[src/dds_cfg_pkg.sv]
// package for the synthesizer power and pll configuration bank
// assumes one system clock; host writes over the parallel io port
package dds_cfg_pkg;
   // ----------------------------------------------------------
   // io port geometry
   // ----------------------------------------------------------
   localparam int ADDR_W = 8;
   localparam int DATA_W = 32;
   localparam int CW1_W  = 32;
   localparam int CW2_W  = 16;
   localparam int RATE_W = 16;

   // ----------------------------------------------------------
   // register addresses
   // ----------------------------------------------------------
   localparam logic [ADDR_W-1:0] CW1_ADDR = 8'h00;
   localparam logic [ADDR_W-1:0] CW2_ADDR = 8'h01;

   // ----------------------------------------------------------
   // reset values
   // ----------------------------------------------------------
   localparam logic [CW1_W-1:0] CW1_RESET = 32'h0000_0000;
   localparam logic [CW2_W-1:0] CW2_RESET = 16'h0000;

   // ----------------------------------------------------------
   // control word one fields (low byte)
   // ----------------------------------------------------------
   localparam int CW1_EXT_PD_MODE = 7;
   localparam int CW1_CORE_PD     = 6;
   localparam int CW1_DAC_PD      = 5;
   localparam int CW1_CLK_PD      = 4;
   localparam int CW1_RATE_IMMED  = 3;
   localparam int CW1_AUTO_AUX    = 2;
   localparam int CW1_AUTO_PHASE  = 1;
   localparam int CW1_SINE        = 0;
   localparam int CW1_ACT_W       = 8;

   // ----------------------------------------------------------
   // control word two fields
   // ----------------------------------------------------------
   localparam int CW2_OUT_DIV2 = 15;
   localparam int CW2_MULT_MSB = 14;
   localparam int CW2_MULT_LSB = 9;
   localparam int CW2_CMOS     = 7;
   localparam int CW2_XTAL     = 6;
   localparam int CW2_PLL_PD   = 5;
   localparam int CW2_LO_RANGE = 4;
   localparam int CW2_IN_DIV2  = 3;
   localparam int CW2_HP_OSC   = 2;
   localparam int CW2_PLL_RUN  = 1;
   localparam int CW2_LOCK     = 0;

   // ----------------------------------------------------------
   // ramp rate timer modes
   // ----------------------------------------------------------
   typedef enum logic [0:0]
   {
      TMR_IDLE = 1'b0,
      TMR_RUN  = 1'b1
   } tmr_mode_e;
endpackage

[src/dds_power_pll_control.sv]
// power-down, accumulator and pll configuration bank of the synthesizer
// assumes host drives the io port synchronously to clk_sys
//
// Overview of operation
// - pin high, bit7 low: digital logic off
// - pin high, bit7 high: everything off
// - word one bit6 disables digital core
// - word one bit5 disables output converter
// - word one bit4 stops clock generation
// - bit3 clear: new rate waits for timeout
// - bit3 set: strobe reloads timer at once
// - bit2 set: strobe clears aux accumulator once
// - bit1 set: strobe clears phase accumulator once
// - bit0 selects sine, else cosine
// - word two at address 0x01, 16 bits
// - bit15 output halving, bits 14:9 multiplier
// - word two bit5 powers pll down
// - bit3 halves pll reference clock
// - bit1 low holds pll in reset
// - bit0 is read-only pll lock flag
module dds_power_pll_control
(
   // clock and reset
   input  wire logic                            clk_sys,
   input  wire logic                            rst_n,
   // io port
   input  wire logic [dds_cfg_pkg::ADDR_W-1:0]  io_addr,
   input  wire logic                            io_wr_en,
   input  wire logic [dds_cfg_pkg::DATA_W-1:0]  io_wdata,
   input  wire logic                            io_rd_en,
   output logic [dds_cfg_pkg::DATA_W-1:0]       io_rdata,
   output logic                                 io_rvalid,
   // update strobe and power-down pin
   input  wire logic                            update_strobe,
   input  wire logic                            power_down_pin,
   // pll status
   input  wire logic                            pll_locked_in,
   // sweep rate source
   input  wire logic [dds_cfg_pkg::RATE_W-1:0]  sweep_rate_value,
   input  wire logic                            sweep_rate_wr,
   input  wire logic                            sweep_run,
   output logic                                 ramp_tick,
   // power controls
   output logic                                 digital_core_off,
   output logic                                 dac_digital_off,
   output logic                                 dac_off,
   output logic                                 clock_gen_off,
   output logic                                 pll_power_down,
   // accumulator and output controls
   output logic                                 aux_accum_clear,
   output logic                                 phase_accum_clear,
   output logic                                 sine_select,
   // pll configuration
   output logic                                 pll_out_div2,
   output logic [5:0]                           pll_mult,
   output logic                                 cmos_clock_mode,
   output logic                                 crystal_clock_mode,
   output logic                                 pll_lo_range,
   output logic                                 pll_in_div2,
   output logic                                 high_perf_oscillator_select,
   output logic                                 pll_reset_hold
);
   import dds_cfg_pkg::*;

   typedef struct packed
   {
      logic [CW1_W-1:0]     cw1_buf;
      logic [CW2_W-1:0]     cw2_buf;
      logic [CW1_ACT_W-1:0] cw1_act;
      logic [CW2_W-1:0]     cw2_act;
      logic                 pll_lock;
      logic                 aux_clr;
      logic                 phase_clr;
      logic                 dig_off;
      logic                 dac_dig_off;
      logic                 dac_off;
      logic                 clk_off;
      logic                 pll_off;
      logic [DATA_W-1:0]    rdata;
      logic                 rvalid;
   } bank_s;

   bank_s state_r;
   bank_s state_nxt;
   logic  full_pd;

   // ----------------------------------------------------------
   // helpers
   // ----------------------------------------------------------
   // address decode shared by write and read
   function automatic logic addr_hit(input logic [ADDR_W-1:0] a, input logic [ADDR_W-1:0] target);
      addr_hit = (a == target);
   endfunction

   // read mux; unmapped addresses read zero
   function automatic logic [DATA_W-1:0] read_word(input logic [ADDR_W-1:0] a, input bank_s s);
      read_word = '0;
      if (addr_hit(a, CW1_ADDR))
         read_word = s.cw1_buf;
      else if (addr_hit(a, CW2_ADDR))
         read_word = {16'h0000, s.cw2_buf[CW2_W-1:1], s.pll_lock};
   endfunction

   // external power-down in full mode
   assign full_pd = power_down_pin & state_r.cw1_act[CW1_EXT_PD_MODE];

   // ----------------------------------------------------------
   // next state
   // ----------------------------------------------------------
   always_comb
   begin
      state_nxt           = state_r;
      state_nxt.aux_clr   = 1'b0;
      state_nxt.phase_clr = 1'b0;
      state_nxt.rvalid    = 1'b0;
      // buffered writes
      if (io_wr_en && addr_hit(io_addr, CW1_ADDR))
         state_nxt.cw1_buf = io_wdata;
      // word two decode, lock bit not stored
      if (io_wr_en && addr_hit(io_addr, CW2_ADDR))
         state_nxt.cw2_buf = {io_wdata[CW2_W-1:1], 1'b0};
      if (update_strobe)
      begin
         state_nxt.cw1_act = state_nxt.cw1_buf[CW1_ACT_W-1:0];
         state_nxt.cw2_act = state_nxt.cw2_buf;
         state_nxt.aux_clr = state_nxt.cw1_buf[CW1_AUTO_AUX];
         state_nxt.phase_clr = state_nxt.cw1_buf[CW1_AUTO_PHASE];
      end
      // lock flag only while pll runs
      state_nxt.pll_lock = pll_locked_in & state_r.cw2_act[CW2_PLL_RUN] & ~state_r.cw2_act[CW2_PLL_PD];
      state_nxt.dac_dig_off = power_down_pin;
      state_nxt.dig_off = state_r.cw1_act[CW1_CORE_PD] | power_down_pin;
      state_nxt.dac_off = state_r.cw1_act[CW1_DAC_PD] | full_pd;
      state_nxt.clk_off = state_r.cw1_act[CW1_CLK_PD] | full_pd;
      state_nxt.pll_off = state_r.cw2_act[CW2_PLL_PD] | full_pd;
      // registered read answer
      if (io_rd_en)
      begin
         state_nxt.rvalid = 1'b1;
         state_nxt.rdata  = read_word(io_addr, state_r);
      end
   end

   // state register
   always_ff @(posedge clk_sys or negedge rst_n)
   begin
      if (!rst_n)
      begin
         state_r         <= '0;
         state_r.cw1_buf <= CW1_RESET;
         state_r.cw2_buf <= CW2_RESET;
         state_r.cw1_act <= CW1_RESET[CW1_ACT_W-1:0];
         state_r.cw2_act <= CW2_RESET;
      end
      else
         state_r <= state_nxt;
   end

   // ----------------------------------------------------------
   // outputs
   // ----------------------------------------------------------
   assign io_rdata          = state_r.rdata;
   assign io_rvalid         = state_r.rvalid;
   assign digital_core_off  = state_r.dig_off;
   assign dac_digital_off   = state_r.dac_dig_off;
   assign dac_off           = state_r.dac_off;
   assign clock_gen_off     = state_r.clk_off;
   assign pll_power_down    = state_r.pll_off;
   assign aux_accum_clear   = state_r.aux_clr;
   assign phase_accum_clear = state_r.phase_clr;
   assign sine_select = state_r.cw1_act[CW1_SINE];
   assign pll_out_div2 = state_r.cw2_act[CW2_OUT_DIV2];
   assign pll_mult     = state_r.cw2_act[CW2_MULT_MSB:CW2_MULT_LSB];
   assign cmos_clock_mode    = state_r.cw2_act[CW2_CMOS];
   assign crystal_clock_mode = state_r.cw2_act[CW2_XTAL];
   assign pll_lo_range       = state_r.cw2_act[CW2_LO_RANGE];
   assign pll_in_div2 = state_r.cw2_act[CW2_IN_DIV2];
   assign high_perf_oscillator_select = state_r.cw2_act[CW2_HP_OSC];
   // pll reset while run bit low
   assign pll_reset_hold = ~state_r.cw2_act[CW2_PLL_RUN];

   // ----------------------------------------------------------
   // ramp rate timer
   // ----------------------------------------------------------
   // reload policy from bit3
   ramp_rate_timer ramp_rate_timer_inst
   (
      .clk_sys        (clk_sys),
      .rst_n          (rst_n),
      .rate_value     (sweep_rate_value),
      .rate_wr        (sweep_rate_wr),
      .run            (sweep_run),
      .immediate_load (state_r.cw1_act[CW1_RATE_IMMED]),
      .update_strobe  (update_strobe),
      .tick           (ramp_tick)
   );

   // ----------------------------------------------------------
   // checks
   // ----------------------------------------------------------
   a_fast_pd_core: assert property (@(posedge clk_sys) disable iff (!rst_n)
      (power_down_pin && !state_r.cw1_act[CW1_EXT_PD_MODE])
      |=> digital_core_off && dac_digital_off && (pll_power_down == $past(state_r.cw2_act[CW2_PLL_PD])))
      else $error("fast power-down touched the pll");

   a_full_pd_all: assert property (@(posedge clk_sys) disable iff (!rst_n)
      (power_down_pin && state_r.cw1_act[CW1_EXT_PD_MODE])
      |=> digital_core_off && dac_off && clock_gen_off && pll_power_down)
      else $error("full power-down left a function on");

   a_core_pd_bit: assert property (@(posedge clk_sys) disable iff (!rst_n)
      !power_down_pin |=> digital_core_off == $past(state_r.cw1_act[CW1_CORE_PD]))
      else $error("core power-down does not follow its bit");

   a_dac_pd_bit: assert property (@(posedge clk_sys) disable iff (!rst_n)
      !power_down_pin |=> dac_off == $past(state_r.cw1_act[CW1_DAC_PD]))
      else $error("converter power-down does not follow its bit");

   a_clk_pd_bit: assert property (@(posedge clk_sys) disable iff (!rst_n)
      !power_down_pin |=> clock_gen_off == $past(state_r.cw1_act[CW1_CLK_PD]))
      else $error("clock stop does not follow its bit");

   a_aux_clear_once: assert property (@(posedge clk_sys) disable iff (!rst_n)
      (update_strobe && !io_wr_en && state_r.cw1_buf[CW1_AUTO_AUX])
      |=> aux_accum_clear ##1 (aux_accum_clear == $past(update_strobe)))
      else $error("aux clear not a single strobe cycle");

   a_phase_clear_cause: assert property (@(posedge clk_sys) disable iff (!rst_n)
      phase_accum_clear |-> $past(update_strobe))
      else $error("phase clear without update strobe");

   a_sine_apply: assert property (@(posedge clk_sys) disable iff (!rst_n)
      (update_strobe && !io_wr_en) |=> sine_select == $past(state_r.cw1_buf[CW1_SINE]))
      else $error("sine select not applied");

   a_cw2_readback: assert property (@(posedge clk_sys) disable iff (!rst_n)
      (io_rd_en && io_addr == CW2_ADDR)
      |=> io_rvalid && io_rdata[31:16] == 16'h0000 && io_rdata[15:1] == $past(state_r.cw2_buf[15:1]))
      else $error("word two read back wrong");

   a_mult_apply: assert property (@(posedge clk_sys) disable iff (!rst_n)
      (update_strobe && !io_wr_en)
      |=> pll_mult == $past(state_r.cw2_buf[CW2_MULT_MSB:CW2_MULT_LSB])
          && pll_out_div2 == $past(state_r.cw2_buf[CW2_OUT_DIV2]))
      else $error("multiplier not applied");

   a_pll_pd_bit: assert property (@(posedge clk_sys) disable iff (!rst_n)
      !power_down_pin |=> pll_power_down == $past(state_r.cw2_act[CW2_PLL_PD]))
      else $error("pll power-down does not follow its bit");

   a_lock_in_reset: assert property (@(posedge clk_sys) disable iff (!rst_n)
      (pll_reset_hold && !update_strobe) |=> ##1 !state_r.pll_lock)
      else $error("lock reported while pll held in reset");

   a_buffer_hold: assert property (@(posedge clk_sys) disable iff (!rst_n)
      !update_strobe |=> $stable(state_r.cw2_act) && $stable(state_r.cw1_act))
      else $error("active configuration changed without strobe");

   a_cw1_apply_low: assert property (@(posedge clk_sys) disable iff (!rst_n)
      (update_strobe && !io_wr_en) |=> state_r.cw1_act == $past(state_r.cw1_buf[CW1_ACT_W-1:0]))
      else $error("word one low byte not applied");

   a_dac_dig_pin: assert property (@(posedge clk_sys) disable iff (!rst_n)
      !power_down_pin |=> !dac_digital_off)
      else $error("converter logic off without the pin");

   a_phase_clear_set: assert property (@(posedge clk_sys) disable iff (!rst_n)
      (update_strobe && !io_wr_en && state_r.cw1_buf[CW1_AUTO_PHASE]) |=> phase_accum_clear)
      else $error("phase clear missing after strobe");

   a_clear_idle: assert property (@(posedge clk_sys) disable iff (!rst_n)
      !update_strobe |=> !aux_accum_clear && !phase_accum_clear)
      else $error("accumulator clear without strobe");

   a_in_div2_apply: assert property (@(posedge clk_sys) disable iff (!rst_n)
      (update_strobe && !io_wr_en) |=> pll_in_div2 == $past(state_r.cw2_buf[CW2_IN_DIV2]))
      else $error("reference halving not applied");

   a_range_apply: assert property (@(posedge clk_sys) disable iff (!rst_n)
      (update_strobe && !io_wr_en) |=> pll_lo_range == $past(state_r.cw2_buf[CW2_LO_RANGE]))
      else $error("pll range bit not applied");

   a_run_apply: assert property (@(posedge clk_sys) disable iff (!rst_n)
      (update_strobe && !io_wr_en) |=> pll_reset_hold == !$past(state_r.cw2_buf[CW2_PLL_RUN]))
      else $error("pll reset hold not applied");

   a_lock_flag: assert property (@(posedge clk_sys) disable iff (!rst_n)
      (!pll_locked_in || pll_reset_hold) |=> !state_r.pll_lock)
      else $error("lock flag set without a running locked pll");

   a_lock_readback: assert property (@(posedge clk_sys) disable iff (!rst_n)
      (io_rd_en && io_addr == CW2_ADDR) |=> io_rdata[0] == $past(state_r.pll_lock))
      else $error("lock flag not read back");
endmodule

[src/ramp_rate_timer.sv]
// ramp rate interval timer with deferred or immediate reload
// assumes rate writes and update strobe are synchronous pulses
module ramp_rate_timer
(
   // clock and reset
   input  wire logic                            clk_sys,
   input  wire logic                            rst_n,
   // rate value and control
   input  wire logic [dds_cfg_pkg::RATE_W-1:0]  rate_value,
   input  wire logic                            rate_wr,
   input  wire logic                            run,
   input  wire logic                            immediate_load,
   input  wire logic                            update_strobe,
   // interval end
   output logic                                 tick
);
   import dds_cfg_pkg::*;

   typedef struct packed
   {
      tmr_mode_e         mode;
      logic [RATE_W-1:0] count;
      logic [RATE_W-1:0] pending;
      logic              tick;
   } tmr_s;

   tmr_s              state_r;
   tmr_s              state_nxt;
   logic [RATE_W-1:0] pend_new;

   // ----------------------------------------------------------
   // next state
   // ----------------------------------------------------------
   // newest rate value, including one written this cycle
   assign pend_new = rate_wr ? rate_value : state_r.pending;

   always_comb
   begin
      state_nxt         = state_r;
      state_nxt.tick    = 1'b0;
      state_nxt.pending = pend_new;
      case (state_r.mode)
         TMR_IDLE:
         begin
            if (run)
            begin
               state_nxt.mode  = TMR_RUN;
               state_nxt.count = pend_new;
            end
         end
         TMR_RUN:
         begin
            if (!run)
               state_nxt.mode = TMR_IDLE;
            else if (immediate_load && update_strobe)
               state_nxt.count = pend_new;
            else if (state_r.count == '0)
            begin
               state_nxt.tick  = 1'b1;
               state_nxt.count = pend_new;
            end
            else
               state_nxt.count = state_r.count - 1'b1;
         end
         default:
            state_nxt.mode = TMR_IDLE;
      endcase
   end

   // state register
   always_ff @(posedge clk_sys or negedge rst_n)
   begin
      if (!rst_n)
         state_r <= '{mode: TMR_IDLE, count: '0, pending: '0, tick: 1'b0};
      else
         state_r <= state_nxt;
   end

   assign tick = state_r.tick;

   // ----------------------------------------------------------
   // checks
   // ----------------------------------------------------------
   a_immed_reload: assert property (@(posedge clk_sys) disable iff (!rst_n)
      (state_r.mode == TMR_RUN && run && immediate_load && update_strobe)
      |=> (state_r.count == $past(pend_new)) && !tick)
      else $error("immediate reload did not restart the interval");

   a_deferred_run: assert property (@(posedge clk_sys) disable iff (!rst_n)
      (state_r.mode == TMR_RUN && run && !immediate_load && state_r.count != '0)
      |=> (state_r.count == $past(state_r.count) - 1'b1) && !tick)
      else $error("running interval disturbed by new rate");
endmodule
[config.mk]
export PLATFORM = sky130hd
export DESIGN_NAME = dds_power_pll_control
export DESIGN_NICKNAME = d
export VERILOG_FILES = /design/src/dds_cfg_pkg.sv /design/src/dds_power_pll_control.sv /design/src/ramp_rate_timer.sv
export SDC_FILE = /design/constraint.sdc
export NUM_CORES = 1
export LEC_CHECK = 0
export BUFFER_PORTS_ARGS = -buffer_cell sky130_fd_sc_hd__buf_2
export CAP_MARGIN = 20
export CORE_MARGIN = 2
export CORE_UTILIZATION = 41
export CTS_CLUSTER_DIAMETER = 120
export CTS_CLUSTER_SIZE = 12
export DETAILED_ROUTE_END_ITERATION = 8
export PLACE_DENSITY = 0.64
export SLEW_MARGIN = 20
export SYNTH_ARGS = -nofsm -noshare
export SYNTH_HDL_FRONTEND = slang
export SYNTH_SLANG_ARGS = --single-unit
[constraint.sdc]
create_clock -name clk_sys -period 2.6 [get_ports clk_sys]
set_clock_uncertainty 0.05 [all_clocks]
set_input_delay 0.26 -clock clk_sys [delete_from_list [all_inputs] [get_ports clk_sys]]
set_output_delay 0.26 -clock clk_sys [all_outputs]
set_load 0.02 [all_outputs]
=== After elaboration in Yosys (flattened, before gate mapping) ===
Cells that the tools add are included.

* Bits in registers: 147
* Bits of input ports: 65
* Output and inout bits: 55

* Add/sub/neg operators: 1
* Equality and inequality tests: 3
* Mux-type cells: 17
* Bitwise operators: 10
* Reductions and logical operators: 6

{| class="wikitable"
|+ Operators by type and width
! kind !! number
|-
| $mux 16 || 6
|-
| $pmux 17 s2 || 1
|-
| $mux 32 || 1
|-
| $mux 17 || 1
|-
| $logic_not 16->1 || 1
|-
| $sub 16x1->16 const B || 1
|-
| $eq 8x1->1 const B || 1
|-
| $logic_not 8->1 || 1
|-
| $mux 8 || 1
|-
| $mux 1 || 6
|-
| $ne 2x2->1 const B || 2
|-
| $or 1x1->1 || 4
|-
| $and 1x1->1 || 3
|-
| $logic_and 1x1->1 || 3
|-
| $not 1->1 || 3
|-
| $mux 2 || 1
|-
| $reduce_and 2->1 || 1
|}

=== Longest topological paths before layout ===
Gate-level depths: netlist of run 1.

* Depth after elaboration: 5
* Depth in mapped cells: 9
* Gate-level depth less buffers: 7

=== Modules after synthesis ===
From an unflattened synthesis of run 1, not the netlist that was laid out.

* Cells, all modules: 579
* Area, all modules: 6771.5 µm²

{| class="wikitable"
|+ By module, submodules not included
! module !! instances !! cells an instance !! area each (µm²) !! seq. area each (µm²)
|-
| dds_power_pll_control || 1 || 412 || 4993.5 || 2702.6
|-
| ramp_rate_timer || 1 || 167 || 1778.0 || 850.8
|}

=== Worst setup path after synthesis of run 1 ===
Ideal clock, no wire load.

* Kind: reg-to-reg
* From: register ramp_rate_timer_inst.state_r[17] in the netlist's numbering
* To: register ramp_rate_timer_inst.state_r[32] in the netlist's numbering
* Arrival: 1.738 ns
* Path slack: 0.669 ns
* Stages on the path, launching flop included: 10
* Clock period less this slack: 1.931 ns
* Path through: dfrtp_1 > inv_1 > ha_1 > nor4b_4 > nand4_4 > and2_1 > buf_2 > buf_6 > o32ai_1 > a22oi_1

* Cells in the longest elaborated chain, start to end: 5

{| class="wikitable"
|+ RTL lines
! item !! RTL line !! text
|-
| start: declaration || ramp_rate_timer.sv:27 || <nowiki>tmr_s state_r;</nowiki>
|-
| start signal: assignment || ramp_rate_timer.sv:74 || <nowiki>state_r <= '{mode: TMR_IDLE, count: '0, pending: '0, tick: 1'b0};</nowiki>
|-
| start signal: assignment || ramp_rate_timer.sv:76 || <nowiki>state_r <= state_nxt;</nowiki>
|-
| $sub 16x1->16 / $logic_not 16->1 (equally long branches) || ramp_rate_timer.sv:63, ramp_rate_timer.sv:57 ||
|-
| $mux 16 (*) || ramp_rate_timer.sv:57 || <nowiki>else if (state_r.count == '0)</nowiki>
|-
| $mux 16 (*) || ramp_rate_timer.sv:55 || <nowiki>else if (immediate_load && update_strobe)</nowiki>
|-
| $mux 16 (*) || ramp_rate_timer.sv:53 || <nowiki>if (!run)</nowiki>
|-
| $pmux 17 s2 (*) || ramp_rate_timer.sv:42 || <nowiki>case (state_r.mode)</nowiki>
|}

Mark *: on every way between the ends. The rest lies on a longest branch, timed or not. The select of a mux whose other input is x is not followed.
A chain may end at the register's enable or synchronous reset.

=== Worst setup path after layout of run 1 ===
* From: register ramp_rate_timer_inst.state_r[17] in the netlist's numbering
* To: register ramp_rate_timer_inst.state_r[27] in the netlist's numbering

The elaborated chain is that of the path after synthesis.

==> results of run 1 <==
[worst max-delay path, cell delays in order (launching register included)]
cell     delay [ns]
dfrtp_1        0.41
inv_1          0.11
ha_1           0.16
nor4b_4        0.27
nand4_4        0.21
and2_1         0.45
mux2i_1        0.20
a22oi_1        0.22
[stage by stage]
stage / area, um2 / hold WS, ns / cells
2_1_floorplan: 6340 / -0.0856 / 520
3_5_place_dp: 6860 / 0.228 / 775
4_1_cts: 7610 / 0.00127 / 819
3_3_place_gp: 6860 / 0.215 / 775
6_report: 7610 / 0.0152 / 820
5_1_grt: 7610 / 0.00582 / 819
[cells in the mapped netlist, drive strengths merged, types with 2 or more instances]
master | number | area [um2]
and3 | 2 | 12.5
dfrtp | 142 | 3550
nand3 | 8 | 40.0
a21oi | 6 | 30.0
o31ai | 2 | 15.0
o21ai | 27 | 135
inv | 42 | 158
nand2 | 45 | 174
nor3 | 3 | 20.0
a21boi | 3 | 26.3
o22ai | 17 | 106
buf | 49 | 350
clkbuf | 13 | 48.8
nor4b | 2 | 32.5
mux2 | 100 | 1130
and2 | 4 | 25.0
mux2i | 7 | 70.1
or3 | 4 | 25.0
nor4 | 6 | 80.1
nand2b | 3 | 18.8
nor2 | 6 | 30.0
a2bb2oi | 2 | 17.5
nand4 | 4 | 40.0
ha | 2 | 25.0
a22oi | 5 | 37.5
nor3b | 4 | 40.0
[area by class of cell]
type | count | area (um2) | area share [%]
sequential | 142 | 3550 | 46.7
multi-input combinational | 274 | 2230 | 29.3
timing repair buffer | 141 | 797 | 10.5
clock buffer | 17 | 425 | 5.59
tap | 188 | 235 | 3.09
clock inverter | 15 | 210 | 2.76
inverter | 42 | 158 | 2.07
antenna | 1 | 2.50 | 0.0329
[per-layer routing]
layer  vias to the layer above  GRT usage, %
li1                       1963             -
met1                      1969          20.4
met2                       104          27.2
met3                        14          5.07
met4                         0          6.01
met5                         -             0
[power by group through the flow]
stage          registers [uW]  logic (uW)  clock network, uW
4_1_cts                  2450         481               2650
3_5_place_dp             2490         463                  0
6_report                 2450         472               2580
3_3_place_gp             2480         451                  0
2_1_floorplan            2470         280                  0
5_1_grt                  2470         526               2720
[timing repair]
item	in CTS	in global routing
hold endpoints to repair	70	0
hold buffers	12	0
resized for setup	0	0
[logic make-up after synthesis]
group | share of synthesized area, %
AO/OA/AOI/OAI | 6.79
adder cells (fa/ha/maj) | 0.394
buffers and inverters | 8.78
flip-flops | 56.0
multiplexers | 18.9
AND/OR/NAND/NOR | 9.17
[state kept, by name, indices dropped and copies added (netlist names), named ones only]
signal	cells
aux_accum_clear	1
clock_gen_off	1
cmos_clock_mode	1
crystal_clock_mode	1
dac_digital_off	1
dac_off	1
digital_core_off	1
high_perf_oscillator_select	1
io_rdata	32
io_rvalid	1
phase_accum_clear	1
pll_in_div2	1
pll_lo_range	1
pll_mult	6
pll_out_div2	1
pll_power_down	1
ramp_rate_timer_inst.state_r	33
ramp_rate_timer_inst.tick	1
sine_select	1
state_r	54
[worst paths after layout]
| check | startpoint | to | slack [ns] | depth (start not counted) |
|---|---|---|---|---|
| hold / removal | io_wdata[26] | state_r[107]$_DFFE_PN0P_ | 0.02 | 2 |
| setup / recovery | ramp_rate_timer_inst.state_r[17]$_DFFE_PN0P_ | ramp_rate_timer_inst.state_r[27]$_DFFE_PN0P_ | 0.43 | 7 |
| hold reg to reg | state_r[61]$_DFFE_PN0P_ | clock_gen_off$_DFF_PN0_ | 0.41 | 1 |
| max in group asynchronous | rst_n | ramp_rate_timer_inst.state_r[17]$_DFFE_PN0P_ | 1.36 | 3 |
| min in group asynchronous | rst_n | state_r[110]$_DFFE_PN0P_ | 0.33 | 2 |
| setup reg to reg | ramp_rate_timer_inst.state_r[17]$_DFFE_PN0P_ | ramp_rate_timer_inst.state_r[27]$_DFFE_PN0P_ | 0.43 | 7 |
==> reports/results.ini, run 1 <==
[floorplanning]
start_util_pct = 41.9
rows = 45
die-width_um = 128
die_height_um = 128
ios = 120
core_mm2 = 0.0151
die-area_mm2 = 0.0165

[outcome]
status = complete, no violations

[global_route]
grt_pass1_vias = 4198
grt_pass1_wl_mm = 20.9
grt_usage_pct = 16.4
grt_start_max_net_pins = 63
grt.overflow.total = 0
antenna_found_initial = 1

[logic_synthesis]
synth_seq_cells = 142
syn-cell-area_mm2 = 0.00634
yosysWarnings = 0
syn_avg_cell_area_um2 = 12.2
syn_inst = 520
synth_sequential_area_ratio_pct = 56.0
synthArstFlopShare_pct = 100
syn_nets = 587
yosysUniqueCellTypes = 52
ys.flop_type = dfrtp_1
synth_edf_count = 0

[route]
vias = 4050
wl_per_cell_um = 15.8
vias_per_cell = 4.94
highest_layer = met4
route.met2.wl_mm = 6.34
drc = 0
ant_nets = 0
met3_length_um = 740
drt_first_iter_violations = 119
dr.pass1.iters = 4
wl_met1_mm = 5.69
wirelength_mm = 13.0

[setup_path]
path_class = reg2reg
critical_path.startpoint_type = register
worstSetupEndpointType = register
crit_fanout = 14
arrival_ns = 2.45
required_ns = 2.88

[power]
p_int_uw = 4180
p_sw_uw = 1330
switching_share_pct = 24.1
total_power_uw = 5500
irDropWorstVdd_v = 0.000459
leakage_uw = 0.00377
pwr-share-seq_pct = 44.5
power_density_mw_per_mm2 = 723
p_comb_share_pct = 8.6
p_clk_share_pct = 47.0

[placed_design]
dp_hpwl_mm = 9.12
place_congestion = 0.822
placement.io_buffers = 119
place_ws_ns = 0.378

[flow_run]
drv_cap = 0

[timing]
finalCriticalPeriod_ns = 2.17
period_share_pct = 83.4
fin_setup_tns_ns = 0
setup_ws_ns = 0.432
fmaxAchievable_mhz = 461
max_slew_margin_pct = 54.6
worstMarginPinSlew_ns = 0.681
timing.final.hold_violations = 0
drv_slew = 0
setup_viol = 0
rsz0062_at_grt = no

[layout]
nets = 685
final_cell_mix = dfrtp_1 (142), buf_2 (118), mux2_2 (57)
syn2layout_area_growth_pct = 20.0
layout-drive-gt1-share_pct = 36.9
fin_util_pct = 50.3
final_common_cell = dfrtp_1
n_fill_cell = 1369

[cts]
path_clk_slew_ns = 0.06
cts.path.max_buffers = 2
clockRootBuffer = clkbuf_16
cts_tree = built
clock_latency_ns = 0.42
postCtsSetupBuffers = 0
clock-sinks = 142
cts_made_buffers = 17
h-tree-depth = 4

[hold_path]
min-delay-path-class = in2reg

No activity file was read; power rests on OpenSTA's default activity.
==> inputs of run 2 (changes only) <==
Settings changed: PLACE_DENSITY 0.64 to 0.66.
Clock period 2.6 ns to 1.9 ns, I/O delays scaled along.
==> reports/results.ini, run 2 (synthesized netlist as in run 1, its figures left out) <==
[global_route]
antenna_found_initial = 1  ; unchanged
grt.overflow.total = 0  ; unchanged
grt_pass1_wl_mm = 22.5  ; +7.5%
grt_start_max_net_pins = 44  ; -30%
grt_pass1_vias = 4541  ; +8.2%
grt_usage_pct = 17.5  ; +1.1 points

[setup_path]
arrival_ns = 2.14  ; -0.31 ns
cp-startpoint = ramp_rate_timer_inst.state_r[19]$_DFFE_PN0P_
r2r_end = ramp_rate_timer_inst.state_r[23]$_DFFE_PN0P_
worst-r2r-cell-count = 5  ; -2
path_class = reg2reg
required_ns = 2.15  ; -0.73 ns
rr_startpoint = ramp_rate_timer_inst.state_r[19]$_DFFE_PN0P_
crit_path_top_delay_cell = dfrtp_1
cpPeakStageDelay_ns = 0.49  ; +0.04 ns
crit_chain = nor4b_4 > nand4_4 > buf_6 > and4_1 > a221o_1
worstSetupEndpoint = ramp_rate_timer_inst.state_r[23]$_DFFE_PN0P_
critical_path.startpoint_type = register
r2r_slack_ns = 0.008  ; -0.42 ns
worstSetupEndpointType = register
crit_fanout = 5  ; -9

[power]
p_int_uw = 5460  ; +31%
switching_share_pct = 25.2  ; +1.1 points
leakage_uw = 0.00409  ; +8.7%
power_density_mw_per_mm2 = 877  ; +21%
p_sw_uw = 1840  ; +38%
p_comb_share_pct = 11.9  ; +3.3 points
p_clk_share_pct = 42.2  ; -4.8 points
irDropWorstVdd_v = 0.000628  ; +37%
pwr-share-seq_pct = 45.9  ; +1.4 points

[timing]
setup_viol = 0  ; unchanged
worstMarginPinSlew_ns = 0.396  ; -0.285 ns
rsz0062_at_grt = yes
timing.final.hold_violations = 0  ; unchanged
drv_slew = 0  ; unchanged
finalCriticalPeriod_ns = 1.89  ; -0.276 ns
period_share_pct = 99.6  ; +16 points
max_slew_margin_pct = 73.4  ; +19 points
setup_ws_ns = 0.00802  ; -0.424 ns
fmaxAchievable_mhz = 529  ; +15%

[cts]
h-tree-depth = 4  ; unchanged
clock-sinks = 142  ; unchanged
cts_tree = built
clockRootBuffer = clkbuf_16
cts.path.max_buffers = 2  ; unchanged
clock_latency_ns = 0.42  ; about the same
cts_made_buffers = 17  ; unchanged
path_clk_slew_ns = 0.06  ; about the same

[placed_design]
dp_hpwl_mm = 9.35  ; +2.5%
placement.io_buffers = 119  ; unchanged
place_ws_ns = -0.0219  ; -0.400 ns
place_congestion = 0.881  ; +7.2%

[layout]
largest-register = state_r
largest_register_ffs = 54  ; unchanged
fin_util_pct = 54.9  ; +4.7 points
nets = 753  ; +9.9%
layout-drive-gt1-share_pct = 39.9  ; +3.0 points
final_cell_mix = dfrtp_1 (142), buf_2 (118), mux2_2 (57)
syn2layout_area_growth_pct = 31.2
final_common_cell = dfrtp_1

[floorplanning]
rows = 45  ; unchanged
start_util_pct = 41.9  ; unchanged
die-width_um = 128  ; unchanged
ios = 120  ; unchanged
die-area_mm2 = 0.0165  ; unchanged
core_mm2 = 0.0151  ; unchanged
die_height_um = 128  ; unchanged

[route]
wirelength_mm = 13.8  ; +6.5%
wl_per_cell_um = 15.5  ; -1.7%
drc = 0  ; unchanged
ant_nets = 0  ; unchanged
drt_first_iter_violations = 170  ; +43%
dr.pass1.iters = 4  ; unchanged
vias_per_cell = 4.95  ; +0.21%
vias = 4395  ; +8.5%

[hold_path]
min-delay-path-class = in2reg

[outcome]
status = complete, no violations

[flow_run]
drv_cap = 0  ; unchanged

## run 2: cell type report
type | instances | area [um2]
Antenna cell | 1 | 2.50
Clock buffer | 20 | 437
Clock inverter | 12 | 114
Fill cell | 1257 | 6830
Inverter | 42 | 158
Multi-Input combinational cell | 274 | 2350
Sequential cell | 142 | 3550
Tap cell | 188 | 235
Timing Repair Buffer | 209 | 1470
## run 2: timing repair
action | CTS | global route
endpoints found under the setup margin | 6 | 16
pin swaps | 1 | 12
hold buffers | 51 | 0
hold endpoints to repair | 182 | 0
buffers inserted | 1 | 3
gates resized for setup | 3 | 25
## run 2: layer usage
metal | GRT usage (%) | up-vias | wire (um)
li1 | - | 2086 | -
met1 | 21.5 | 2158 | 5790
met2 | 29.1 | 129 | 6930
met3 | 5.61 | 22 | 856
met4 | 6.53 | 0 | 223
met5 | 0 | - | 0
## run 2: power by group through the flow
stage	sequential [uW]	clock, uW	combinational [uW]
2_1_floorplan	3390	0	383
3_3_place_gp	3380	0	715
3_5_place_dp	3390	0	733
4_1_cts	3340	3180	829
5_1_grt	3370	3310	951
6_report	3350	3080	865
## run 2: how the worst min path moves through the flow
stage / from / endpoint / slack [ns] / cells after the start
detailed placement: rst_n / io_rdata[8]$_DFFE_PN0P_ / 0.07 / 1
finish: io_rd_en / io_rvalid$_DFF_PN0_ / 0.04 / 1
global route: io_rd_en / io_rvalid$_DFF_PN0_ / 0.03 / 1
CTS: io_rd_en / io_rvalid$_DFF_PN0_ / 0.02 / 1
floorplan: rst_n / asynchronous set/reset pin / -0.16 / 0
global placement: rst_n / io_rdata[8]$_DFFE_PN0P_ / 0.06 / 1
## run 2: per-stage QoR
stage                     instances  instance area [um2]  total power, uW  hold WS (ns)  TNS, ns
after global routing            887                 8320             7630        0.0297   -0.468
after floorplan                 520                 6340             3770        -0.156        0
after CTS                       884                 8180             7350        0.0151  -0.0323
after detailed placement        800                 7090             4120        0.0653  -0.0460
after global placement          800                 7090             4090        0.0589        0
final                           888                 8320             7290        0.0388        0
## run 2: critical path, delay by kind of cell (launching register included)
kind | cells | cell delay (ns)
AOI/OAI and AO/OA | 1 | 0.29
buffers and inverters | 1 | 0.17
DFF | 1 | 0.49
and+or+nand+nor | 3 | 0.77
